`config.mk`:
```
export PLATFORM = sky130hd
export DESIGN_NAME = ebu_top
export DESIGN_NICKNAME = d
export VERILOG_FILES = /design/src/hw/ebu_pkg.sv /design/src/hw/ebu_top.sv
export SDC_FILE = /design/constraint.sdc
export NUM_CORES = 1
export LEC_CHECK = 0
export ABC_AREA = 1
export ABC_CLOCK_PERIOD_IN_PS = 2600
export BUFFER_PORTS_ARGS = -buffer_cell sky130_fd_sc_hd__buf_2
export CAP_MARGIN = 10
export CORE_MARGIN = 5
export CORE_UTILIZATION = 51
export DETAILED_ROUTE_END_ITERATION = 8
export PLACE_DENSITY = 0.87
export SLEW_MARGIN = 20
export SYNTH_ARGS = -nofsm -noshare
export SYNTH_HDL_FRONTEND = slang
export SYNTH_SLANG_ARGS = --single-unit
export TNS_END_PERCENT = 10
```
`constraint.sdc`:
```
create_clock -name i_mclk -period 2.6 [get_ports i_mclk]
set_clock_uncertainty 0.05 [all_clocks]
set_input_delay 0.52 -clock i_mclk [delete_from_list [all_inputs] [get_ports i_mclk]]
set_output_delay 0.52 -clock i_mclk [all_outputs]
set_load 0.05 [all_outputs]
```
`src/hw/ebu_pkg.sv`:
```
// Constants, field layout and types of the external bus unit.
// Assumes a single clock domain and an APB register slave with 32-bit data.
package ebu_pkg;
	localparam int ADDR_W   = 24;
	localparam int DATA_W   = 16;
	localparam int NUM_WIN  = 4;
	localparam int SYNC_LAT = 2;

	// Register byte offsets
	localparam logic [7:0] OFS_SYSCFG = 8'h00;
	localparam logic [7:0] OFS_PINDIR = 8'h04;
	localparam logic [7:0] OFS_STATUS = 8'h08;
	localparam logic [7:0] OFS_BUSCFG = 8'h10;
	localparam logic [7:0] OFS_RANGE  = 8'h30;

	// system_config_register fields
	localparam int SC_EXT     = 0;
	localparam int SC_ARB     = 1;
	localparam int SC_SEG_LSB = 2;
	localparam logic [3:0] SYSCFG_RST = 4'h1;

	// window_bus_config fields
	localparam int BC_WAIT_LSB = 0;
	localparam int BC_TRI      = 4;
	localparam int BC_ALE      = 5;
	localparam int BC_RWD      = 6;
	localparam int BC_RDY      = 7;
	localparam int BC_MODE_LSB = 8;
	localparam int BC_EN       = 10;
	localparam int BC_CS       = 11;
	localparam logic [11:0] BUSCFG0_RST = 12'hcff;
	localparam logic [11:0] BUSCFG_RST  = 12'h000;

	// window_range_select fields: base = A23..A12, size code gives 4 KB << size
	localparam int RS_SIZE_LSB = 12;
	localparam logic [15:0] RANGE_RST = 16'h0000;

	typedef enum logic [1:0] {
		EBU_MODE_D16 = 2'b00,
		EBU_MODE_M16 = 2'b01,
		EBU_MODE_M8  = 2'b10,
		EBU_MODE_D8  = 2'b11
	} ebu_mode_t;

	typedef enum logic [2:0] {
		EBU_IDLE  = 3'b000,
		EBU_ADDR  = 3'b001,
		EBU_SETUP = 3'b010,
		EBU_STRB  = 3'b011,
		EBU_RECOV = 3'b100,
		EBU_HELD  = 3'b101,
		EBU_ACQ   = 3'b110
	} ebu_state_t;
endpackage

```
`src/hw/ebu_top.sv`:
```
// External bus unit: carries CPU requests to the off-chip parallel bus, APB registers.
// Assumes all pin inputs are asynchronous; CPU request port and APB share i_mclk.
// Function
// - Single-chip setting plus 8/16-bit, multiplexed or demultiplexed external modes.
// - Demultiplexed: address on dedicated port, data on shared port or its low byte.
// - Multiplexed: shared port carries address first, then data.
// - Cycle length, tri-state recovery, latch strobe length, read/write delay programmable.
// - Four address windows, each with range-select and bus-config registers.
// - Window four beats three, window two beats one on overlap.
// - Addresses outside all windows use default bus config zero.
// - Five chip selects: one per window plus default region.
// - Ready input lets slow devices stretch an access.
// - Arbitration stays inactive until the arbitration enable bit is set.
// - When enabled, request, acknowledge and hold pins are run automatically.
// - After reset the unit is arbitration master, acknowledge pin an output.
// - With arbitration enabled, direction bit one selects slave role, acknowledge pin becomes input.
// - Segment port outputs eight, four, two or no upper address lines.
// - Linear external space up to 16 MBytes.
// - Dedicated port keeps the address after switching demultiplexed to multiplexed.
//
// The address map and the APB slave port are this design's own decisions.
`timescale 1ns/1ps
module ebu_top
	import ebu_pkg::*;
(
	input  wire logic              i_mclk,
	input  wire logic              i_rst_n,
	input  wire logic              i_ce,
	input  wire logic              i_psel,
	input  wire logic              i_penable,
	input  wire logic              i_pwrite,
	input  wire logic [7:0]        i_paddr,
	input  wire logic [31:0]       i_pwdata,
	output logic      [31:0]       o_prdata,
	output logic                   o_pready,
	output logic                   o_pslverr,
	input  wire logic              i_req,
	input  wire logic              i_req_wr,
	input  wire logic [ADDR_W-1:0] i_req_addr,
	input  wire logic [DATA_W-1:0] i_req_wdata,
	output logic                   o_ack,
	output logic                   o_err,
	output logic      [DATA_W-1:0] o_rdata,
	input  wire logic [DATA_W-1:0] i_data_in,
	output logic      [DATA_W-1:0] o_data_out,
	output logic      [DATA_W-1:0] o_data_oe_n,
	output logic      [15:0]       o_addr_out,
	output logic                   o_addr_oe_n,
	output logic      [7:0]        o_seg_out,
	output logic      [7:0]        o_seg_oe_n,
	output logic                   o_ale,
	output logic                   o_rd_n,
	output logic                   o_wr_n,
	output logic      [NUM_WIN:0]  o_cs_n,
	input  wire logic              i_ready_n,
	input  wire logic              i_hold_n,
	input  wire logic              i_bus_release_acknowledge_n,
	output logic                   o_bus_release_acknowledge_n,
	output logic                   o_bus_release_acknowledge_oe_n,
	output logic                   o_bus_need_request_out_n
);
	// Window hit: base compared above the window size, size code 0..12 gives 4 KB .. 16 MB
	function automatic logic win_hit(input logic [ADDR_W-1:0] a, input logic [15:0] rs);
		logic [11:0] msk;
		msk = 12'hfff << rs[RS_SIZE_LSB +: 4];
		win_hit = ((a[23:12] ^ rs[11:0]) & msk) == 12'h000;
	endfunction

	logic [3:0]        syscfg_r,  syscfg_nxt;
	logic              pindir_r,  pindir_nxt;
	logic [11:0]       buscfg_r   [NUM_WIN+1];
	logic [11:0]       buscfg_nxt [NUM_WIN+1];
	logic [15:0]       range_r    [1:NUM_WIN];
	logic [15:0]       range_nxt  [1:NUM_WIN];
	logic [31:0]       prdata_nxt;
	logic              pready_nxt, pslverr_nxt;
	logic [2:0]        rdy_s, hold_s, bus_release_acknowledge_s;
	logic [DATA_W-1:0] din_m, din_s;

	ebu_state_t        state_r, state_nxt;
	logic [4:0]        cnt_r, cnt_nxt;
	logic [ADDR_W-1:0] cyc_addr_r, cyc_addr_nxt;
	logic [DATA_W-1:0] cyc_wdata_r, cyc_wdata_nxt;
	logic              cyc_wr_r, cyc_wr_nxt;
	logic [11:0]       cfg_r, cfg_nxt;
	logic [2:0]        win_r, win_nxt;
	logic              demux_seen_r, demux_seen_nxt;
	logic              ack_nxt, err_nxt;
	logic [DATA_W-1:0] rdata_nxt, dout_nxt, doe_nxt;
	logic [15:0]       aout_nxt;
	logic              aoe_nxt, ale_nxt, rd_nxt, wr_nxt, bus_release_acknowledge_nxt, bus_need_request_out_nxt;
	logic [7:0]        seg_nxt, segoe_nxt;
	logic [NUM_WIN:0]  cs_nxt;

	// Address decode; window 4 over 3 over 2 over 1, default region otherwise
	logic [2:0]  sel_win;
	logic [11:0] sel_cfg;
	always_comb
	begin
		sel_win = 3'd0;
		for (int i = 1; i <= NUM_WIN; i++)
			if (buscfg_r[i][BC_EN] && win_hit(i_req_addr, range_r[i]))
				sel_win = 3'(i);
		sel_cfg = buscfg_r[sel_win];
	end

	// APB register slave: answer in the second access cycle
	logic       apb_acc, apb_wr_do, apb_bad, bc_hit, rs_hit;
	logic [7:0] bc_off, rs_off;
	always_comb
	begin
		apb_acc   = i_psel && i_penable && !o_pready;
		apb_wr_do = i_psel && i_penable && o_pready && i_pwrite && !o_pslverr;
		// Offsets relative to each block, so five config words may cross a 16-byte boundary
		bc_off    = i_paddr - OFS_BUSCFG;
		rs_off    = i_paddr - OFS_RANGE;
		bc_hit    = bc_off[7:2] <= 6'(NUM_WIN);
		rs_hit    = rs_off[7:2] < 6'(NUM_WIN);
		apb_bad   = 1'b0;
		prdata_nxt = 32'h0000_0000;
		if (i_paddr == OFS_SYSCFG)
			prdata_nxt = {28'h0000000, syscfg_r};
		else if (i_paddr == OFS_PINDIR)
			prdata_nxt = {31'h00000000, pindir_r};
		else if (i_paddr == OFS_STATUS)
			prdata_nxt = {25'h0000000, demux_seen_r, o_bus_release_acknowledge_n, o_bus_need_request_out_n, win_r, state_r == EBU_HELD};
		else if (bc_hit)
			prdata_nxt = {20'h00000, buscfg_r[bc_off[4:2]]};
		else if (rs_hit)
			prdata_nxt = {16'h0000, range_r[3'(rs_off[3:2]) + 3'd1]};
		else
			apb_bad = 1'b1;
		if (i_paddr[1:0] != 2'b00)
			apb_bad = 1'b1;
		if (apb_bad)
			prdata_nxt = 32'h0000_0000;
		pready_nxt  = apb_acc;
		pslverr_nxt = apb_acc && apb_bad;
		if (!apb_acc)
			prdata_nxt = o_prdata;

		syscfg_nxt = syscfg_r;
		pindir_nxt = pindir_r;
		buscfg_nxt = buscfg_r;
		range_nxt  = range_r;
		if (apb_wr_do)
		begin
			if (i_paddr == OFS_SYSCFG)
				syscfg_nxt = {i_pwdata[3:2], syscfg_r[SC_ARB] | i_pwdata[SC_ARB], i_pwdata[SC_EXT]};
			else if (i_paddr == OFS_PINDIR)
				pindir_nxt = i_pwdata[0];
			else if (bc_hit)
				buscfg_nxt[bc_off[4:2]] = i_pwdata[11:0];
			else if (rs_hit)
				range_nxt[3'(rs_off[3:2]) + 3'd1] = i_pwdata[15:0];
		end
	end

	// Bus cycle sequencer
	logic arb_on, slave, held_req, go, cyc_mux, cyc_b8, rdy_en;
	always_comb
	begin
		arb_on   = syscfg_r[SC_ARB];
		slave    = pindir_r;
		held_req = arb_on && !slave && !hold_s[2];
		cyc_mux  = cfg_r[BC_MODE_LSB +: 2] == EBU_MODE_M16 || cfg_r[BC_MODE_LSB +: 2] == EBU_MODE_M8;
		cyc_b8   = cfg_r[BC_MODE_LSB +: 2] == EBU_MODE_M8 || cfg_r[BC_MODE_LSB +: 2] == EBU_MODE_D8;
		rdy_en   = cfg_r[BC_RDY];
		go       = 1'b0;
		state_nxt      = state_r;
		cnt_nxt        = cnt_r;
		cyc_addr_nxt   = cyc_addr_r;
		cyc_wdata_nxt  = cyc_wdata_r;
		cyc_wr_nxt     = cyc_wr_r;
		cfg_nxt        = cfg_r;
		win_nxt        = win_r;
		demux_seen_nxt = demux_seen_r;
		ack_nxt   = 1'b0;
		err_nxt   = 1'b0;
		rdata_nxt = o_rdata;
		dout_nxt  = o_data_out;
		doe_nxt   = {DATA_W{1'b1}};
		aout_nxt  = o_addr_out;
		aoe_nxt   = o_addr_oe_n;
		ale_nxt   = 1'b0;
		rd_nxt    = 1'b1;
		wr_nxt    = 1'b1;
		cs_nxt    = o_cs_n;
		seg_nxt   = o_seg_out;
		segoe_nxt = o_seg_oe_n;
		bus_release_acknowledge_nxt  = 1'b1;
		bus_need_request_out_nxt  = 1'b1;
		case (state_r)
			EBU_IDLE:
			begin
				cs_nxt = '1;
				if (held_req)
					state_nxt = EBU_HELD;
				else if (i_req && !o_ack)
				begin
					if (!syscfg_r[SC_EXT])
					begin
						ack_nxt = 1'b1;
						err_nxt = 1'b1;
					end
					else if (arb_on && slave)
					begin
						bus_need_request_out_nxt  = 1'b0;
						state_nxt = EBU_ACQ;
					end
					else
						go = 1'b1;
				end
			end
			EBU_ACQ:
			begin
				bus_need_request_out_nxt = 1'b0;
				if (!bus_release_acknowledge_s[2])
					go = 1'b1;
			end
			EBU_ADDR:
			begin
				if (slave && arb_on)
					bus_need_request_out_nxt = 1'b0;
				if (cnt_r != 5'd0)
				begin
					ale_nxt = 1'b1;
					doe_nxt = cyc_mux ? 16'h0000 : 16'hffff;
					cnt_nxt = cnt_r - 5'd1;
				end
				else
				begin
					cnt_nxt = 5'(cfg_r[BC_WAIT_LSB +: 4]) + (cyc_wr_r ? 5'd0 : 5'(SYNC_LAT));
					state_nxt = cfg_r[BC_RWD] ? EBU_SETUP : EBU_STRB;
					if (cyc_mux)
						doe_nxt = cyc_b8 ? 16'h00ff : 16'hffff;
				end
			end
			EBU_SETUP:
			begin
				if (slave && arb_on)
					bus_need_request_out_nxt = 1'b0;
				state_nxt = EBU_STRB;
			end
			EBU_STRB:
			begin
				if (slave && arb_on)
					bus_need_request_out_nxt = 1'b0;
				if (cnt_r != 5'd0)
					cnt_nxt = cnt_r - 5'd1;
				else if (!rdy_en || !rdy_s[2])
				begin
					ack_nxt   = 1'b1;
					rdata_nxt = cyc_b8 ? {8'h00, din_s[7:0]} : din_s;
					state_nxt = (cfg_r[BC_TRI] && !cyc_wr_r) ? EBU_RECOV : EBU_IDLE;
					if (state_nxt == EBU_IDLE)
						cs_nxt = '1;
				end
			end
			EBU_RECOV:
			begin
				cs_nxt    = '1;
				state_nxt = EBU_IDLE;
			end
			EBU_HELD:
			begin
				cs_nxt    = '1;
				aoe_nxt   = 1'b1;
				segoe_nxt = 8'hff;
				seg_nxt   = 8'h00;
				bus_release_acknowledge_nxt  = 1'b0;
				rd_nxt    = 1'b1;
				if (i_req && !o_ack)
					bus_need_request_out_nxt = 1'b0;
				if (hold_s[2])
				begin
					bus_release_acknowledge_nxt  = 1'b1;
					state_nxt = EBU_IDLE;
				end
			end
			default:
				state_nxt = EBU_IDLE;
		endcase

		// Strobe and data drive are decided a cycle ahead, so the pins stay registered
		if (state_nxt == EBU_STRB)
		begin
			rd_nxt = cyc_wr_r;
			wr_nxt = !cyc_wr_r;
			if (cyc_wr_r)
			begin
				dout_nxt = cyc_b8 ? {cyc_addr_r[15:8], cyc_wdata_r[7:0]} : cyc_wdata_r;
				doe_nxt  = cyc_b8 ? (cyc_mux ? 16'h0000 : 16'hff00) : 16'h0000;
			end
			else if (cyc_mux && cyc_b8)
				doe_nxt = 16'h00ff;
		end

		if (go)
		begin
			cyc_addr_nxt  = i_req_addr;
			cyc_wdata_nxt = i_req_wdata;
			cyc_wr_nxt    = i_req_wr;
			cfg_nxt       = sel_cfg;
			win_nxt       = sel_win;
			cnt_nxt       = sel_cfg[BC_ALE] ? 5'd1 : 5'd0;
			ale_nxt       = 1'b1;
			if (sel_cfg[BC_MODE_LSB +: 2] == EBU_MODE_M16 || sel_cfg[BC_MODE_LSB +: 2] == EBU_MODE_M8)
				doe_nxt = 16'h0000;
			state_nxt     = EBU_ADDR;
			cs_nxt        = '1;
			if (sel_cfg[BC_CS])
				cs_nxt[sel_win] = 1'b0;
			if (sel_cfg[BC_MODE_LSB +: 2] == EBU_MODE_D16 || sel_cfg[BC_MODE_LSB +: 2] == EBU_MODE_D8)
				demux_seen_nxt = 1'b1;
			aout_nxt = i_req_addr[15:0];
			aoe_nxt  = !(demux_seen_nxt || sel_cfg[BC_MODE_LSB] == 1'b0 && !sel_cfg[BC_MODE_LSB+1] ||
			             sel_cfg[BC_MODE_LSB +: 2] == EBU_MODE_D8);
			dout_nxt = i_req_addr[15:0];
			case (syscfg_r[SC_SEG_LSB +: 2])
				2'b00:   segoe_nxt = 8'h00;
				2'b01:   segoe_nxt = 8'hf0;
				2'b10:   segoe_nxt = 8'hfc;
				default: segoe_nxt = 8'hff;
			endcase
			seg_nxt = i_req_addr[23:16] & ~segoe_nxt;
		end
	end

	// Ready, hold and acknowledge pins pass three flip-flops before use, data inputs two
	always_ff @(posedge i_mclk)
	begin
		if (!i_rst_n)
		begin
			rdy_s  <= 3'b111;
			hold_s <= 3'b111;
			bus_release_acknowledge_s <= 3'b111;
			din_m  <= 16'h0000;
			din_s  <= 16'h0000;
		end
		else if (i_ce)
		begin
			rdy_s  <= {rdy_s[1], rdy_s[0], i_ready_n};
			hold_s <= {hold_s[1], hold_s[0], i_hold_n};
			bus_release_acknowledge_s <= {bus_release_acknowledge_s[1], bus_release_acknowledge_s[0], i_bus_release_acknowledge_n};
			din_m  <= i_data_in;
			din_s  <= din_m;
		end
	end

	always_ff @(posedge i_mclk)
	begin
		if (!i_rst_n)
		begin
			syscfg_r  <= SYSCFG_RST;
			pindir_r  <= 1'b0;
			buscfg_r[0] <= BUSCFG0_RST;
			for (int i = 1; i <= NUM_WIN; i++)
			begin
				buscfg_r[i] <= BUSCFG_RST;
				range_r[i]  <= RANGE_RST;
			end
			o_prdata  <= 32'h0000_0000;
			o_pready  <= 1'b0;
			o_pslverr <= 1'b0;
			state_r      <= EBU_IDLE;
			cnt_r        <= 5'h00;
			cyc_addr_r   <= 24'h000000;
			cyc_wdata_r  <= 16'h0000;
			cyc_wr_r     <= 1'b0;
			cfg_r        <= BUSCFG0_RST;
			win_r        <= 3'h0;
			demux_seen_r <= 1'b0;
			o_ack        <= 1'b0;
			o_err        <= 1'b0;
			o_rdata      <= 16'h0000;
			o_data_out   <= 16'h0000;
			o_data_oe_n  <= 16'hffff;
			o_addr_out   <= 16'h0000;
			o_addr_oe_n  <= 1'b1;
			o_seg_out    <= 8'h00;
			o_seg_oe_n   <= 8'hff;
			o_ale        <= 1'b0;
			o_rd_n       <= 1'b1;
			o_wr_n       <= 1'b1;
			o_cs_n       <= '1;
			o_bus_release_acknowledge_n     <= 1'b1;
			o_bus_release_acknowledge_oe_n  <= 1'b0;
			o_bus_need_request_out_n     <= 1'b1;
		end
		else if (i_ce)
		begin
			syscfg_r  <= syscfg_nxt;
			pindir_r  <= pindir_nxt;
			buscfg_r  <= buscfg_nxt;
			range_r   <= range_nxt;
			o_prdata  <= prdata_nxt;
			o_pready  <= pready_nxt;
			o_pslverr <= pslverr_nxt;
			state_r      <= state_nxt;
			cnt_r        <= cnt_nxt;
			cyc_addr_r   <= cyc_addr_nxt;
			cyc_wdata_r  <= cyc_wdata_nxt;
			cyc_wr_r     <= cyc_wr_nxt;
			cfg_r        <= cfg_nxt;
			win_r        <= win_nxt;
			demux_seen_r <= demux_seen_nxt;
			o_ack        <= ack_nxt;
			o_err        <= err_nxt;
			o_rdata      <= rdata_nxt;
			o_data_out   <= dout_nxt;
			o_data_oe_n  <= doe_nxt;
			o_addr_out   <= aout_nxt;
			o_addr_oe_n  <= aoe_nxt;
			o_seg_out    <= seg_nxt;
			o_seg_oe_n   <= segoe_nxt;
			o_ale        <= ale_nxt;
			o_rd_n       <= rd_nxt;
			o_wr_n       <= wr_nxt;
			o_cs_n       <= cs_nxt;
			o_bus_release_acknowledge_n     <= bus_release_acknowledge_nxt || !arb_on || slave;
			o_bus_release_acknowledge_oe_n  <= arb_on && slave;
			o_bus_need_request_out_n     <= bus_need_request_out_nxt || !arb_on;
		end
	end
endmodule

```
==> flow_summary_export.csv <==
group,metric,value,unit
worst_hold_path,hold_path.class,"primary input to register",
routing,dr.first_iter.drc_count,1710,
setup_path,critical_path.endpoint_type,"register",
setup_path,start_kind,"register",
timing,relSlewSlack,55.7,%
timing,worstMarginPinSlew,0.664,ns
placed_design,dpl_worst_slack,-0.460,ns
placed_design,port_buffers,202,
yosys,syn_area_per_cell,7.00,µm²
yosys,ys_seq_area_share,41.8,%
floorplanning,die_area,31700,µm²
power_and_ir_drop,p_leak,7.74,nW
cells_and_area,fillers,2399,
setup_path,worst-path-max-fanout,6,
timing,finalSetupViolCount,1,
setup_path,critPathKind,"register to register",
global_route,grt_overflow,0,
yosys,syn_inst,2060,
floorplanning,rows,61,
clock_tree,cts_buffers,31,
yosys,netlist-cell-type-count,49,
timing,finalHoldViolCount,0,
routing,avgRoutedWirePerCell,18.6,µm
floorplanning,coreArea,27900,µm²
timing,rsz0062_at_grt,"yes",
cells_and_area,drive_above_1_share,22.1,%
power_and_ir_drop,finalPower,11.0,mW
clock_tree,root_buffer,"clkbuf_16",
global_route,grt_max_degree,158,
routing,wl,50.5,mm
routing,dr_total_vias,15431,
floorplanning,initial_core_util,51.8,%
run_status,violations,"negative setup slack",
routing,ant_nets,0,
timing,setup_ws,-0.0538,ns
cells_and_area,finish.utilization,63.9,%
cells_and_area,final_cells,2718,
global_route,grt_pass1_vias,13987,
global_route,track_usage,30.3,%
yosys,async_flop_share,0,%
yosys,synth_seq_cells,301,
yosys,syn_area,14400,µm²
routing,dr.pass1.iters,8,
cells_and_area,diodes,0,
run_status,status,"finished with violations",
cells_and_area,finalNetCount,2436,
placed_design,dpl.hpwl,36.1,mm
timing,fin_setup_tns,-0.0538,ns
clock_tree,clkSlewWorstSetupHoldPaths,0.06,ns
timing,fin_crit,2.65,ns
placed_design,placed_cells,2650,
job,drv_cap,0,
clock_tree,cts.sinks,301,
placed_design,place_congestion,1.01,
power_and_ir_drop,p_per_area,620,nW/µm²
routing,viasPerCell,5.68,
power_and_ir_drop,ir_drop,540,µV
floorplanning,dieHeight,178,µm
global_route,antenna_found_initial,0,
floorplanning,die_w,178,µm
setup_path,worstPathArrival,3.11,ns
setup_path,crit_required,3.06,ns
timing,final-max-slew-violation-count,0,
global_route,grt_pass1_wl,76.6,mm
floorplanning,ios,235,
cells_and_area,area_growth,23.4,%
clock_tree,clk_latency,0.58,ns
setup_path,r2r_setup_slack,-0.05,ns
yosys,synth_ff_type,"dfxtp_1",
yosys,ys.warnings.count,0,
clock_tree,cts_max_path_buffers,3,
clock_tree,tritoncts,"done",
clock_tree,htree_num_levels,1,
timing,fin_crit_sh,102,%
yosys,synth_edf_count,0,
timing,fmax,377,MHz
routing,drcViolationCount,0,
Yosys cell counts (3+ instances only):
| cell type | n | area (µm²) |
|---|---|---|
| a211oi_1 | 6 | 45.0 |
| a21oi_1 | 242 | 1210 |
| a31oi_1 | 14 | 87.6 |
| buf_1 | 8 | 30.0 |
| buf_2 | 26 | 130 |
| buf_4 | 39 | 293 |
| buf_6 | 6 | 67.6 |
| clkbuf_1 | 84 | 315 |
| clkinv_1 | 3 | 11.3 |
| dfxtp_1 | 301 | 6030 |
| ha_1 | 13 | 163 |
| inv_1 | 191 | 717 |
| inv_2 | 8 | 30.0 |
| nand2_1 | 335 | 1260 |
| nand2_2 | 5 | 31.3 |
| nand3_1 | 115 | 576 |
| nand4_1 | 12 | 75.1 |
| nor2_1 | 203 | 762 |
| nor2_2 | 4 | 25.0 |
| nor3_1 | 24 | 120 |
| o2111ai_1 | 9 | 78.8 |
| o211ai_1 | 20 | 150 |
| o21ai_0 | 304 | 1520 |
| o21ai_1 | 5 | 25.0 |
| o22ai_1 | 22 | 138 |
| o311ai_0 | 3 | 26.3 |
| o32a_1 | 5 | 50.1 |
| xnor2_1 | 5 | 43.8 |
| xor2_1 | 24 | 210 |
cells by family (layout without fill, tap and decap cells):
group	after synthesis	count (layout)	synth area share [%]
adders and majority gates	13	13	1.13
xor gates and xnor gates	29	29	1.76
DFF	301	301	41.8
AOI/OAI and AO/OA	642	642	23.8
other	1	16	0.0260
and+or+nand+nor	708	708	20.4
buffers and inverters	366	631	11.1
per-stage QoR:
step / cell area (µm²) / hold WS, ns
3_3_place_gp: 16400 / 0.388
2_1_floorplan: 14500 / 0.371
5_1_grt: 17800 / 0.108
6_report: 17800 / 0.108
3_5_place_dp: 16400 / 0.399
4_1_cts: 17500 / 0.0943
area by class of cell:
cell class | instances | area (µm²) | share of cell area (%)
Clock buffer | 39 | 856 | 4.81
Sequential cell | 301 | 6050 | 34.0
Clock inverter | 18 | 181 | 1.02
Timing Repair Buffer | 372 | 2390 | 13.4
Tap cell | 378 | 473 | 2.66
Multi-Input combinational cell | 1408 | 7090 | 39.9
Inverter | 202 | 758 | 4.26
flip-flops by register name, indices dropped and copies added, names as in the netlist, 4 cells and up:
signal,count
o_rdata,16
cyc_wdata_r,16
o_seg_out,8
cfg_r,9
cnt_r,5
buscfg_r,60
din_s,16
o_prdata,16
cyc_addr_r,16
din_m,16
range_r,64
syscfg_r,4
o_cs_n,5
o_data_out,16
worst paths after layout:
check / cells past startpoint / to / start
hold / removal: 3 / bus_release_acknowledge_s[0] / i_bus_release_acknowledge_n
setup / recovery: 20 / o_addr_oe_n / range_r[46]
hold reg to reg: 2 / rdy_s[1] / rdy_s[1]
setup reg to reg: 20 / o_addr_oe_n / range_r[46]
layer usage:
layer  share of wire [%]  vias to the layer above  global-route usage [%]
li1                    -                     7321                       -
met1                  41                     7094                    42.2
met2                  44                      881                    47.9
met3                  11                      135                    5.17
met4                 3.5                        0                    9.83
met5                   0                        -                       0
critical path, stage by stage, from the launching register on:
cell and delay, ns:
dfxtp_2 0.35, inv_2 0.05, buf_4 0.14, nand2_2 0.06, nand2_1 0.09, nand2_1 0.08
nand2_1 0.08, nor2_4 0.12, nand3_4 0.11, nand2_4 0.12, nand2_8 0.08, buf_12 0.14
a21oi_2 0.14, nand2_1 0.07, nand3_1 0.08, nand2_2 0.11, ha_4 0.31, inv_2 0.04
nor4_2 0.22, o22ai_1 0.11, nand2_1 0.07
placed cells by master, fill, tap and decap left out, types with 9 or more instances in the layout:
cell type	n
nand4_1	12
clkinv_2	10
buf_2	201
nor2_2	16
inv_2	14
o22ai_1	22
o211ai_1	20
dfxtp_2	13
nor3_1	24
clkbuf_16	31
nand3_1	106
buf_4	160
xor2_1	24
a21oi_1	238
o21ai_0	299
nor2_1	186
nand2_1	321
o2111ai_1	9
ha_1	12
a31oi_1	14
nand2_2	14
conb_1	16
dfxtp_1	287
inv_1	185
repair_timing:
item | CTS | global route
setup buffers | 2 | 9
pin swaps | 5 | 31
resized for setup | 29 | 64
hold buffers | 0 | 0
endpoints found under the hold margin | 0 | 0
endpoints found under the setup margin | 4 | 21
power by group:
group / switching (mW) / total [mW] / internal, mW
Combinational: 1.16 / 1.61 / 0.450
Sequential: 0.101 / 4.87 / 4.77
Clock: 1.93 / 4.56 / 2.63
Total: 3.19 / 11.0 / 7.84
(Power assumes the default switching activity.)
